--- src/logic/buck_seq_pkg.sv ---
// constants, timing and state codes for the buck start-up and fault sequencer
package buck_seq_pkg;
    localparam int CLK_KHZ          = 25000;
    // detection pulse train: 10 kHz at 1 % duty
    localparam int PROBE_FREQ_HZ    = 10000;
    localparam int PROBE_DUTY_PCT   = 1;
    localparam int PROBE_PERIOD_CYC = (CLK_KHZ * 1000) / PROBE_FREQ_HZ;
    localparam int PROBE_HIGH_CYC   = (PROBE_PERIOD_CYC * PROBE_DUTY_PCT) / 100;
    // four crossings of the supply threshold mean the input is ready
    localparam logic [2:0] CROSS_NEEDED = 3'h4;
    // soft-start and hiccup off time, both in microseconds
    localparam int SOFT_START_US    = 3000;
    localparam int HICCUP_OFF_US    = 3000;
    localparam int SOFT_START_CYC   = (SOFT_START_US * CLK_KHZ) / 1000;
    localparam int HICCUP_OFF_CYC   = (HICCUP_OFF_US * CLK_KHZ) / 1000;
    localparam int SS_STEPS         = 256;
    // under-voltage qualification delay, 30 us, least time rounds up
    localparam int UV_DELAY_US      = 30;
    localparam int UV_DELAY_CYC     = (UV_DELAY_US * CLK_KHZ + 999) / 1000;
    localparam logic [9:0] UV_DELAY = 10'(UV_DELAY_CYC);
    // soft-start code where it crosses the modulator ramp valley
    localparam logic [7:0] SS_VALLEY = 8'h20;
    localparam logic [7:0] SS_FULL   = 8'hff;
    localparam logic [2:0] FAULT_LIMIT = 3'h4;
    localparam logic [2:0] UVFB_LIMIT  = 3'h4;
    // synchroniser bit positions
    localparam int IN_ABOVE = 0;
    localparam int IN_LOW   = 1;
    localparam int IN_OC    = 2;
    localparam int IN_SWUV  = 3;
    localparam int IN_LNUV  = 4;
    localparam int IN_PWM   = 5;
    localparam int IN_W     = 6;

    typedef enum logic [5:0] {
        ST_DETECT   = 6'h01,
        ST_SOFTST   = 6'h02,
        ST_RUN      = 6'h04,
        ST_HICCUP   = 6'h08,
        ST_LATCHED  = 6'h10,
        ST_SHUTDOWN = 6'h20
    } state_type;
endpackage

--- src/logic/buck_fault_sequencer.sv ---
// start-up, soft-start, hiccup and latch-off sequencing for the buck controller
`timescale 1ns/100ps
module buck_fault_sequencer #(
    parameter int SS_TIME_CYC   = buck_seq_pkg::SOFT_START_CYC,
    parameter int HICCUP_CYC    = buck_seq_pkg::HICCUP_OFF_CYC
) (
    // clock and reset
    input  wire logic       clk,
    input  wire logic       rst_n,
    // comparator levels from the analog front end, asynchronous
    input  wire logic       ops_above_threshold,
    input  wire logic       ops_pulled_low,
    input  wire logic       overcurrent_guard,
    input  wire logic       switcher_feedback_low,
    input  wire logic       linear_feedback_low,
    input  wire logic       modulator_pwm,
    // drive and status
    output logic            high_side_gate_drive,
    output logic            switching_enable,
    output logic [7:0]      soft_start_level,
    output logic            input_supply_detect,
    output logic            latched_off
);
    localparam int SS_STEP_CYC = SS_TIME_CYC / buck_seq_pkg::SS_STEPS;
    localparam logic [16:0] SS_STEP_LAST = 17'(SS_STEP_CYC - 1);
    localparam logic [16:0] HICCUP_LAST  = 17'(HICCUP_CYC - 1);
    localparam logic [11:0] PROBE_LAST   = 12'(buck_seq_pkg::PROBE_PERIOD_CYC - 1);
    localparam logic [11:0] PROBE_HIGH   = 12'(buck_seq_pkg::PROBE_HIGH_CYC);
    localparam int          W = buck_seq_pkg::IN_W;

    buck_seq_pkg::state_type state_q, state_d;
    logic [W-1:0] sync1_q, sync2_q;
    logic         above_prev_q, above_prev_d;
    logic [2:0]   cross_q, cross_d;
    logic [11:0]  probe_q, probe_d;
    logic [16:0]  timer_q, timer_d;
    logic [7:0]   ss_q, ss_d;
    logic [9:0]   swuv_cnt_q, swuv_cnt_d;
    logic [9:0]   lnuv_cnt_q, lnuv_cnt_d;
    logic [2:0]   fault_q, fault_d;
    logic [2:0]   uvfb_q, uvfb_d;
    logic         cause_uvfb_q, cause_uvfb_d;
    logic         gate_q, gate_d;
    logic         sw_en_q, sw_en_d;
    logic         detect_q, detect_d;
    logic         latch_q, latch_d;
    logic         above_s, low_s, oc_s, swuv_s, lnuv_s, pwm_s;
    logic         crossing, swuv_fault, lnuv_fault;

    assign above_s = sync2_q[buck_seq_pkg::IN_ABOVE];
    assign low_s   = sync2_q[buck_seq_pkg::IN_LOW];
    assign oc_s    = sync2_q[buck_seq_pkg::IN_OC];
    assign swuv_s  = sync2_q[buck_seq_pkg::IN_SWUV];
    assign lnuv_s  = sync2_q[buck_seq_pkg::IN_LNUV];
    assign pwm_s   = sync2_q[buck_seq_pkg::IN_PWM];
    assign crossing   = above_s ^ above_prev_q;
    assign swuv_fault = (swuv_cnt_q == buck_seq_pkg::UV_DELAY);
    assign lnuv_fault = (lnuv_cnt_q == buck_seq_pkg::UV_DELAY);

    always_comb begin
        state_d      = state_q;
        above_prev_d = above_s;
        cross_d      = cross_q;
        // parked at the wrap so every new pulse train opens with a full-width pulse
        probe_d      = PROBE_LAST;
        timer_d      = timer_q;
        ss_d         = ss_q;
        fault_d      = fault_q;
        uvfb_d       = uvfb_q;
        cause_uvfb_d = cause_uvfb_q;
        detect_d     = detect_q;
        // qualification counters, restart when the level clears
        swuv_cnt_d = !swuv_s ? 10'h000 : (swuv_fault ? swuv_cnt_q : swuv_cnt_q + 10'h001);
        lnuv_cnt_d = !lnuv_s ? 10'h000 : (lnuv_fault ? lnuv_cnt_q : lnuv_cnt_q + 10'h001);
        case (state_q)
            buck_seq_pkg::ST_DETECT: begin
                probe_d = (probe_q == PROBE_LAST) ? 12'h000 : probe_q + 12'h001;
                if (crossing) begin
                    cross_d = cross_q + 3'h1;
                    // success ends probing and restarts the ramp
                    if (cross_d == buck_seq_pkg::CROSS_NEEDED) begin
                        state_d  = buck_seq_pkg::ST_SOFTST;
                        detect_d = 1'b1;
                        ss_d     = 8'h00;
                        timer_d  = 17'h00000;
                    end
                end
            end
            buck_seq_pkg::ST_SOFTST: begin
                // ramp advances one code per step interval
                // faults are not looked at here
                timer_d = timer_q + 17'h00001;
                if (timer_q >= SS_STEP_LAST) begin
                    timer_d = 17'h00000;
                    ss_d    = ss_q + 8'h01;
                    if (ss_q == buck_seq_pkg::SS_FULL - 8'h01) begin
                        state_d = buck_seq_pkg::ST_RUN;
                    end
                end
            end
            buck_seq_pkg::ST_RUN: begin
                timer_d = 17'h00000;
                if (oc_s || lnuv_fault) begin
                    fault_d      = fault_q + 3'h1;
                    cause_uvfb_d = 1'b0;
                    state_d = (fault_d == buck_seq_pkg::FAULT_LIMIT) ?
                              buck_seq_pkg::ST_LATCHED : buck_seq_pkg::ST_HICCUP;
                end else if (swuv_fault) begin
                    uvfb_d       = uvfb_q + 3'h1;
                    cause_uvfb_d = 1'b1;
                    state_d      = buck_seq_pkg::ST_HICCUP;
                end
            end
            buck_seq_pkg::ST_HICCUP: begin
                timer_d = timer_q + 17'h00001;
                if (timer_q >= HICCUP_LAST) begin
                    timer_d = 17'h00000;
                    ss_d    = 8'h00;
                    // the fourth switcher under-voltage goes back to detection
                    if (cause_uvfb_q && uvfb_q == buck_seq_pkg::UVFB_LIMIT) begin
                        state_d  = buck_seq_pkg::ST_DETECT;
                        uvfb_d   = 3'h0;
                        cross_d  = 3'h0;
                        detect_d = 1'b0;
                    end else begin
                        state_d = buck_seq_pkg::ST_SOFTST;
                    end
                end
            end
            buck_seq_pkg::ST_LATCHED: begin
                state_d = buck_seq_pkg::ST_LATCHED;
            end
            buck_seq_pkg::ST_SHUTDOWN: begin
                if (!low_s) begin
                    state_d = buck_seq_pkg::ST_DETECT;
                end
            end
            default: begin
                state_d = buck_seq_pkg::ST_SHUTDOWN;
            end
        endcase
        // pin held low overrides everything and clears the latch
        if (low_s) begin
            state_d  = buck_seq_pkg::ST_SHUTDOWN;
            cross_d  = 3'h0;
            fault_d  = 3'h0;
            uvfb_d   = 3'h0;
            ss_d     = 8'h00;
            timer_d  = 17'h00000;
            detect_d = 1'b0;
        end
        // no switching until the ramp clears the valley
        sw_en_d = (state_d == buck_seq_pkg::ST_RUN) ||
                  (state_d == buck_seq_pkg::ST_SOFTST && ss_d >= buck_seq_pkg::SS_VALLEY);
        // probe pulses only while the supply is unconfirmed
        gate_d  = (state_d == buck_seq_pkg::ST_DETECT) ? (probe_d < PROBE_HIGH)
                                                       : (sw_en_d && pwm_s);
        latch_d = (state_d == buck_seq_pkg::ST_LATCHED);
    end

    always_ff @(posedge clk or negedge rst_n) begin
        if (!rst_n) begin
            sync1_q      <= '0;
            sync2_q      <= '0;
            state_q      <= buck_seq_pkg::ST_DETECT;
            above_prev_q <= 1'b0;
            cross_q      <= 3'h0;
            probe_q      <= PROBE_LAST;
            timer_q      <= 17'h00000;
            ss_q         <= 8'h00;
            swuv_cnt_q   <= 10'h000;
            lnuv_cnt_q   <= 10'h000;
            fault_q      <= 3'h0;
            uvfb_q       <= 3'h0;
            cause_uvfb_q <= 1'b0;
            gate_q       <= 1'b0;
            sw_en_q      <= 1'b0;
            detect_q     <= 1'b0;
            latch_q      <= 1'b0;
        end else begin
            sync1_q      <= {modulator_pwm, linear_feedback_low, switcher_feedback_low,
                             overcurrent_guard, ops_pulled_low, ops_above_threshold};
            sync2_q      <= sync1_q;
            state_q      <= state_d;
            above_prev_q <= above_prev_d;
            cross_q      <= cross_d;
            probe_q      <= probe_d;
            timer_q      <= timer_d;
            ss_q         <= ss_d;
            swuv_cnt_q   <= swuv_cnt_d;
            lnuv_cnt_q   <= lnuv_cnt_d;
            fault_q      <= fault_d;
            uvfb_q       <= uvfb_d;
            cause_uvfb_q <= cause_uvfb_d;
            gate_q       <= gate_d;
            sw_en_q      <= sw_en_d;
            detect_q     <= detect_d;
            latch_q      <= latch_d;
        end
    end

    assign high_side_gate_drive = gate_q;
    assign switching_enable     = sw_en_q;
    assign soft_start_level     = ss_q;
    assign input_supply_detect  = detect_q;
    assign latched_off          = latch_q;
endmodule

--- config.mk ---
export PLATFORM = sky130hd
export DESIGN_NAME = buck_fault_sequencer
export DESIGN_NICKNAME = d
export VERILOG_FILES = /design/src/logic/buck_seq_pkg.sv /design/src/logic/buck_fault_sequencer.sv
export SDC_FILE = /design/constraint.sdc
export NUM_CORES = 1
export LEC_CHECK = 0
export BUFFER_PORTS_ARGS = -buffer_cell sky130_fd_sc_hd__buf_2
export CAP_MARGIN = 20
export CORE_MARGIN = 3
export CORE_UTILIZATION = 31
export CTS_CLUSTER_DIAMETER = 120
export DETAILED_ROUTE_END_ITERATION = 8
export GPL_TIMING_DRIVEN = 0
export PLACE_DENSITY_LB_ADDON = 0.15
export SLEW_MARGIN = 5
export SYNTH_ARGS = -nofsm -noshare
export SYNTH_HDL_FRONTEND = slang
export SYNTH_SLANG_ARGS = --single-unit
--- constraint.sdc ---
create_clock -name clk -period 3.01 [get_ports clk]
set_clock_uncertainty 0.05 [all_clocks]
set_input_delay 0.602 -clock clk [delete_from_list [all_inputs] [get_ports clk]]
set_output_delay 0.602 -clock clk [all_outputs]
set_load 0.01 [all_outputs]
==> results of run 1 <==
worst max path at each step:
| stage | slack [ns] | depth (start not counted) | end |
|---|---|---|---|
| 2_1_floorplan | 0.30 | 10 | timer_q[15] |
| 3_3_place_gp | -0.13 | 7 | timer_q[15] |
| 3_5_place_dp | -0.19 | 7 | timer_q[15] |
| 4_1_cts | 0.08 | 9 | high_side_gate_drive |
| 5_1_grt | -0.04 | 9 | high_side_gate_drive |
| 6_report | 0.14 | 10 | timer_q[15] |
routing by layer:
layer	GRT usage, %	vias up
met5	0	-
met4	5.06	0
met3	3.13	9
met2	20.6	39
met1	17.4	1688
li1	-	1796
logic make-up (layout without fill, tap and decap cells):
kind of cell    count (synthesis)  after routing
compound gates                105            105
buf+inv                        26             64
flops                          90             90
simple gates                  214            214
mux                             3              3
fa+ha+maj                      14             14
xor+xnor                       33             33
through the flow:
step	hold slack, ns	instance area, µm²	worst slack, ns	setup TNS (ns)
after floorplan	0.256	4610	0.304	0
after global placement	0.283	4930	-0.127	-0.844
after detailed placement	0.285	4960	-0.193	-1.30
after CTS	0.232	5290	0.0804	0
after global routing	0.262	5340	-0.0389	-0.0399
final	0.217	5340	0.135	0
what timing repair did:
item,4_1_cts,5_1_grt
hold endpoints to repair,0,0
gates resized for setup,1,9
setup endpoints to repair,10,12
buffers inserted,0,2
gates cloned,0,0
report_power, final:
group          switching, mW  internal, mW  leakage, nW  total (mW)
logic                  0.179         0.105         1.02       0.285
clock network          0.459         0.774        0.157        1.23
registers             0.0438          1.26         1.19        1.31
total                  0.682          2.14         2.37        2.82
flip-flops by register name (all words and copies together), names as in the netlist, 3 cells and up:
register          cells
state_q               6
fault_q               3
swuv_cnt_q           10
soft_start_level      8
lnuv_cnt_q           10
timer_q              17
probe_q              12
sync2_q               6
cross_q               3
sync1_q               6
uvfb_q                3
layout by cell type, fill, tap and decap left out, types with 5 or more instances in the layout:
| cell | n |
|---|---|
| a21oi_1 | 21 |
| dfstp_2 | 7 |
| a31oi_1 | 7 |
| inv_1 | 13 |
| or4_1 | 5 |
| ha_1 | 14 |
| buf_2 | 21 |
| nor2b_1 | 5 |
| o21ai_0 | 35 |
| xor2_1 | 15 |
| nand3_1 | 26 |
| clkbuf_16 | 9 |
| nor3_1 | 13 |
| xnor2_1 | 18 |
| and3_1 | 21 |
| dfrtp_1 | 82 |
| and2_1 | 10 |
| nand2_1 | 45 |
| o31ai_1 | 6 |
| a211oi_1 | 5 |
| nor2_1 | 56 |
| clkbuf_1 | 11 |
layout make-up:
class                           instances  area [µm²]  share of cell area, %
Clock buffer                           14         264                   4.94
Tap cell                              180         225                   4.22
Timing Repair Buffer                   22         140                   2.62
Inverter                               13        48.8                  0.914
Multi-Input combinational cell        369        2280                   42.6
Clock inverter                          2        60.1                   1.12
Sequential cell                        90        2260                   42.4
Buffer                                 13        63.8                   1.19
==> results.py, run 1 <==
metrics = {
    "yosys": {
        "synthSimpleGateAreaFrac_pct": 23.5,
        "synth.area.mux_share_pct": 0.652,
        "yosys_warnings": 0,
        "post-synth-top-count-cell": "dfrtp_1",
        "synth.avg_cell_area_um2": 9.50,
        "yosys.area.top_type": "dfrtp_1",
        "synth_edf_count": 0,
        "synth_top_flop_cell": "dfrtp_1",
        "synth_fp_nets": 507,
        "synthXorXnorAreaFrac_pct": 6.27,
        "synth_compound_area_share_pct": 14.2,
        "synthAdderAreaFrac_pct": 3.80,
        "synth-async-reset-ratio_pct": 100,
        "ys_ff_latch": 90,
        "ys_types": 54,
        "synth.top_cell.area_share_pct": 45.1,
        "seq_area_frac_synth_pct": 49.1,
        "synth_common_cells": "83 x dfrtp_1, 57 x nor2_1, 45 x nand2_1",
        "ys_top_cells_by_area": "dfrtp_1 45%, nor2_1 4.6%, dfstp_2 4.0%, ha_1 3.8%, o21ai_0 3.8%",
        "synthesis.area_um2": 4610,
        "netlist_instances": 485,
        "synth_top_family_by_area": "simple AND/OR/NAND/NOR gates",
    },
    "worst_setup_path": {
        "crit_path_max_fanout": 9,
        "worst_path_largest_cell_delay_ns": 0.49,
        "r2r_start": "state_q[4]",
        "path_class": "reg -> reg",
        "slowest_stage": "or4b_4",
        "r2r-end": "timer_q[15]",
        "r2r_setup_slack_ns": 0.14,
        "startpoint": "state_q[4]",
        "crit_arrival_ns": 3.10,
        "start_kind": "register",
        "path_delay_family": "simple AND/OR/NAND/NOR gates",
        "path_buf_inv": 3,
        "worstPathRequired_ns": 3.23,
        "crit_path_end_kind": "register",
        "path_cells": "buf_6 > or4b_4 > or3_1 > buf_2 > nand2_2 > a21oi_2 > or4_1 > buf_2 > or3_1 > a21oi_2",
        "reg2reg_depth": 10,
    },
    "routing": {
        "postRouteAntennaNets": 0,
        "routed-via-count": 3532,
        "routedWlPerCell_um": 13.9,
        "wl_met3_um": 241,
        "routed.top_layer": "met4",
        "drtPass1Iterations": 5,
        "wl_met2_mm": 4.55,
        "routed_wirelength_mm": 9.77,
        "drc": 0,
        "wl_met1_mm": 4.81,
        "drt_iter0_markers": 153,
        "viasPerCell": 5.02,
    },
    "final_layout": {
        "antenna_cells": 0,
        "areaGrowthSynthToFinish_pct": 15.9,
        "fin_nets": 540,
        "post-route-util_pct": 37.6,
        "drive_above_1_share_pct": 12.0,
        "fill_cells": 1445,
        "instances_no_fill": 703,
    },
    "timing": {
        "worstMarginPinSlew_ns": 0.594,
        "fin_crit_ns": 2.87,
        "hold_violations": 0,
        "setup_viol": 0,
        "max_freq_mhz": 348,
        "min_period_over_period_pct": 95.5,
        "drv_slew": 0,
        "slew_headroom_pct": 60.1,
    },
    "floorplan": {
        "die_h_um": 128,
        "fp-row-count": 43,
        "die_x_um": 128,
        "ios": 20,
        "start_util_pct": 32.4,
        "die-area_um2": 16400,
        "coreArea_um2": 14200,
    },
    "global_route": {
        "grt_usage_pct": 13.0,
        "grt_pass1_wl_mm": 17.2,
        "antenna_found_initial": 0,
        "overflow": 0,
        "grt_max_degree": 49,
        "grt_pass1_vias": 3539,
    },
    "hold_path": {
        "hp-class": "in -> async",
    },
    "clock_tree": {
        "htreeDepth": 3,
        "clkTransAtPathRegs_ns": 0.06,
        "clock_sinks": 90,
        "cts_tree": "done",
        "worstSkewPairLatency_ns": 0.35,
        "holdBufCountCts": 0,
        "root_buffer": "clkbuf_16",
        "cts_inserted_buffers": 9,
        "cts_buffer_depth": 2,
    },
    "power_and_ir_drop": {
        "finalPower_mw": 2.82,
        "leakage_nw": 2.37,
        "powerDensity_nw_per_um2": 529,
        "ir_worst_vdd_uv": 290,
    },
    "job": {
        "drv_cap": 0,
    },
    "placed_design": {
        "dp_cells": 685,
        "io_buffers": 19,
        "place_congestion": 0.792,
        "hpwlAfterDp_mm": 6.68,
    },
    "run_status": {
        "status": "finished clean",
    },
}
Note: power is estimated with default switching activity, not from simulation.
==> inputs of run 2 (changes only) <==
--- a/config.mk
+++ b/config.mk
@@ -13,6 +13,7 @@
 export DETAILED_ROUTE_END_ITERATION = 8
 export GPL_TIMING_DRIVEN = 0
 export PLACE_DENSITY_LB_ADDON = 0.15
+export RECOVER_POWER = 50
 export SLEW_MARGIN = 5
 export SYNTH_ARGS = -nofsm -noshare
 export SYNTH_HDL_FRONTEND = slang
==> run 2 against run 1 <==
Non-clock buffer count did not move. Wire length barely moved. Sequential power barely moved. Total power fell by 0.16%. Combinational power fell by 2%. Hold slack improved by 0.080 ns. Critical path type unchanged.
==> results.py, run 2 (same netlist as run 1, synthesis figures left out) <==
metrics = {
    "timing": {
        "worstMarginPinSlew_ns": 1.19,
        "max_freq_mhz": 348,
        "setup_viol": 0,
        "slew_headroom_pct": 20.9,
        "drv_slew": 0,
        "hold_ws_ns": 0.297,
        "fin_crit_ns": 2.87,
        "timing.final.ws_setup_ns": 0.137,
        "min_period_over_period_pct": 95.4,
        "tns_ns": 0,
        "hold_violations": 0,
    },
    "clock_tree": {
        "cts_inserted_buffers": 9,
        "clkTransAtPathRegs_ns": 0.06,
        "worstSkewPairLatency_ns": 0.35,
        "cts_buffer_depth": 2,
        "cts_tree": "done",
        "root_buffer": "clkbuf_16",
        "clock_sinks": 90,
        "holdBufCountCts": 0,
        "htreeDepth": 3,
    },
    "routing": {
        "routed-via-count": 3540,
        "routed_wirelength_mm": 9.76,
        "viasPerCell": 5.04,
        "drt_iter0_markers": 153,
        "drtPass1Iterations": 5,
        "drc": 0,
        "routedWlPerCell_um": 13.9,
        "postRouteAntennaNets": 0,
    },
    "final_layout": {
        "mostFrequentLayoutCell": "dfrtp_1",
        "areaGrowthSynthToFinish_pct": 15.4,
        "mostFrequentLayoutCells": "82 x dfrtp_1, 56 x nor2_1, 45 x nand2_1",
        "antenna_cells": 0,
        "regMostFlops": "timer_q",
        "post-route-util_pct": 37.4,
        "fin_nets": 540,
        "largest_reg_flops": 17,
        "fill_cells": 1446,
        "design_area_um2": 5320,
        "instances_no_fill": 703,
        "drive_above_1_share_pct": 12.0,
        "reg_top3": "timer_q x17, probe_q x12",
    },
    "worst_setup_path": {
        "crit_arrival_ns": 3.09,
        "r2r_start": "state_q[4]",
        "worstPathRequired_ns": 3.23,
        "path_cells": "buf_6 > or4b_4 > or3_1 > buf_2 > nand2_2 > a21oi_2 > or4_1 > buf_2 > or3_1 > a21oi_2",
        "r2r-end": "timer_q[15]",
        "crit_path_max_fanout": 9,
        "worst_path_largest_cell_delay_ns": 0.49,
        "slowest_stage": "or4b_4",
        "reg2reg_depth": 10,
        "crit_path_end_kind": "register",
        "r2r_setup_slack_ns": 0.14,
        "path_class": "reg -> reg",
        "start_kind": "register",
    },
    "floorplan": {
        "die_h_um": 128,
        "fp-row-count": 43,
        "die_x_um": 128,
        "ios": 20,
        "coreArea_um2": 14200,
        "die-area_um2": 16400,
        "start_util_pct": 32.4,
    },
    "placed_design": {
        "postPlaceCellArea_um2": 4960,
        "io_buffers": 19,
        "hpwlAfterDp_mm": 6.68,
        "dpl_worst_slack_ns": -0.193,
        "place_congestion": 0.792,
        "dp_cells": 685,
    },
    "global_route": {
        "grt_pass1_vias": 3539,
        "overflow": 0,
        "grt_pass1_wl_mm": 17.2,
        "grt_usage_pct": 13.0,
        "grt_max_degree": 49,
        "antenna_found_initial": 0,
    },
    "power_and_ir_drop": {
        "finalPower_mw": 2.82,
        "leakage_nw": 2.36,
        "ir_worst_vdd_uv": 290,
        "powerDensity_nw_per_um2": 530,
    },
    "hold_path": {
        "hp-class": "reg -> reg",
        "hp-start": "sync1_q[2]",
        "holdPathStages": 0,
        "holdPathEnd": "sync2_q[2]",
    },
    "run_status": {
        "status": "finished clean",
    },
    "job": {
        "drv_cap": 0,
    },
}
run 2: cell types whose count changed in the layout (fill, tap and decap cells not counted), sizes merged:
cell,previous run,this run
clkbuf,22,24
buf,27,25
run 2: worst max-delay path: cells and delay by family, from the launching register on:
family	cells	cell delay, ns
simple gates	5	1.70
compound gates	2	0.21
buf+inv	3	0.47
flops	1	0.37
run 2: report_power, final:
group	switching [mW]	internal (mW)	total [mW]	leakage [nW]
logic	0.179	0.102	0.280	1.02
clock network	0.459	0.774	1.23	0.157
registers	0.0438	1.26	1.31	1.19
run 2: worst max-delay path by stage:
stage                          start  cells after the start  slack (ns)              endpoint
after detailed placement  state_q[3]                      7       -0.19           timer_q[15]
after CTS                 state_q[3]                      9        0.08  high_side_gate_drive
after global routing      state_q[3]                      9       -0.04  high_side_gate_drive
after floorplan           state_q[4]                     10        0.30           timer_q[15]
final                     state_q[4]                     10        0.14           timer_q[15]
after global placement    state_q[3]                      7       -0.13           timer_q[15]
run 2: routing by layer:
metal	vias to the layer above	routed length (µm)	share of wire, %	global-route usage (%)
met5	-	0	0	0
met4	0	170	1.7	5.06
met3	9	271	2.8	3.13
met2	45	4560	47	20.6
met1	1690	4770	49	17.4
li1	1796	-	-	-
run 2: layout make-up:
class                           instances  area [µm²]  share of cell area (%)
Multi-Input combinational cell        369        2280                    42.8
Sequential cell                        90        2260                    42.6
Clock buffer                           14         264                    4.97
Tap cell                              180         225                    4.24
Timing Repair Buffer                   22         115                    2.17
Buffer                                 13        63.8                    1.20
Clock inverter                          2        60.1                    1.13
Inverter                               13        48.8                   0.918
run 2: what timing repair did:
action / CTS / global route
cloned: 0 / 0
setup endpoints to repair: 10 / 12
setup buffers: 0 / 2
resized for setup: 1 / 9
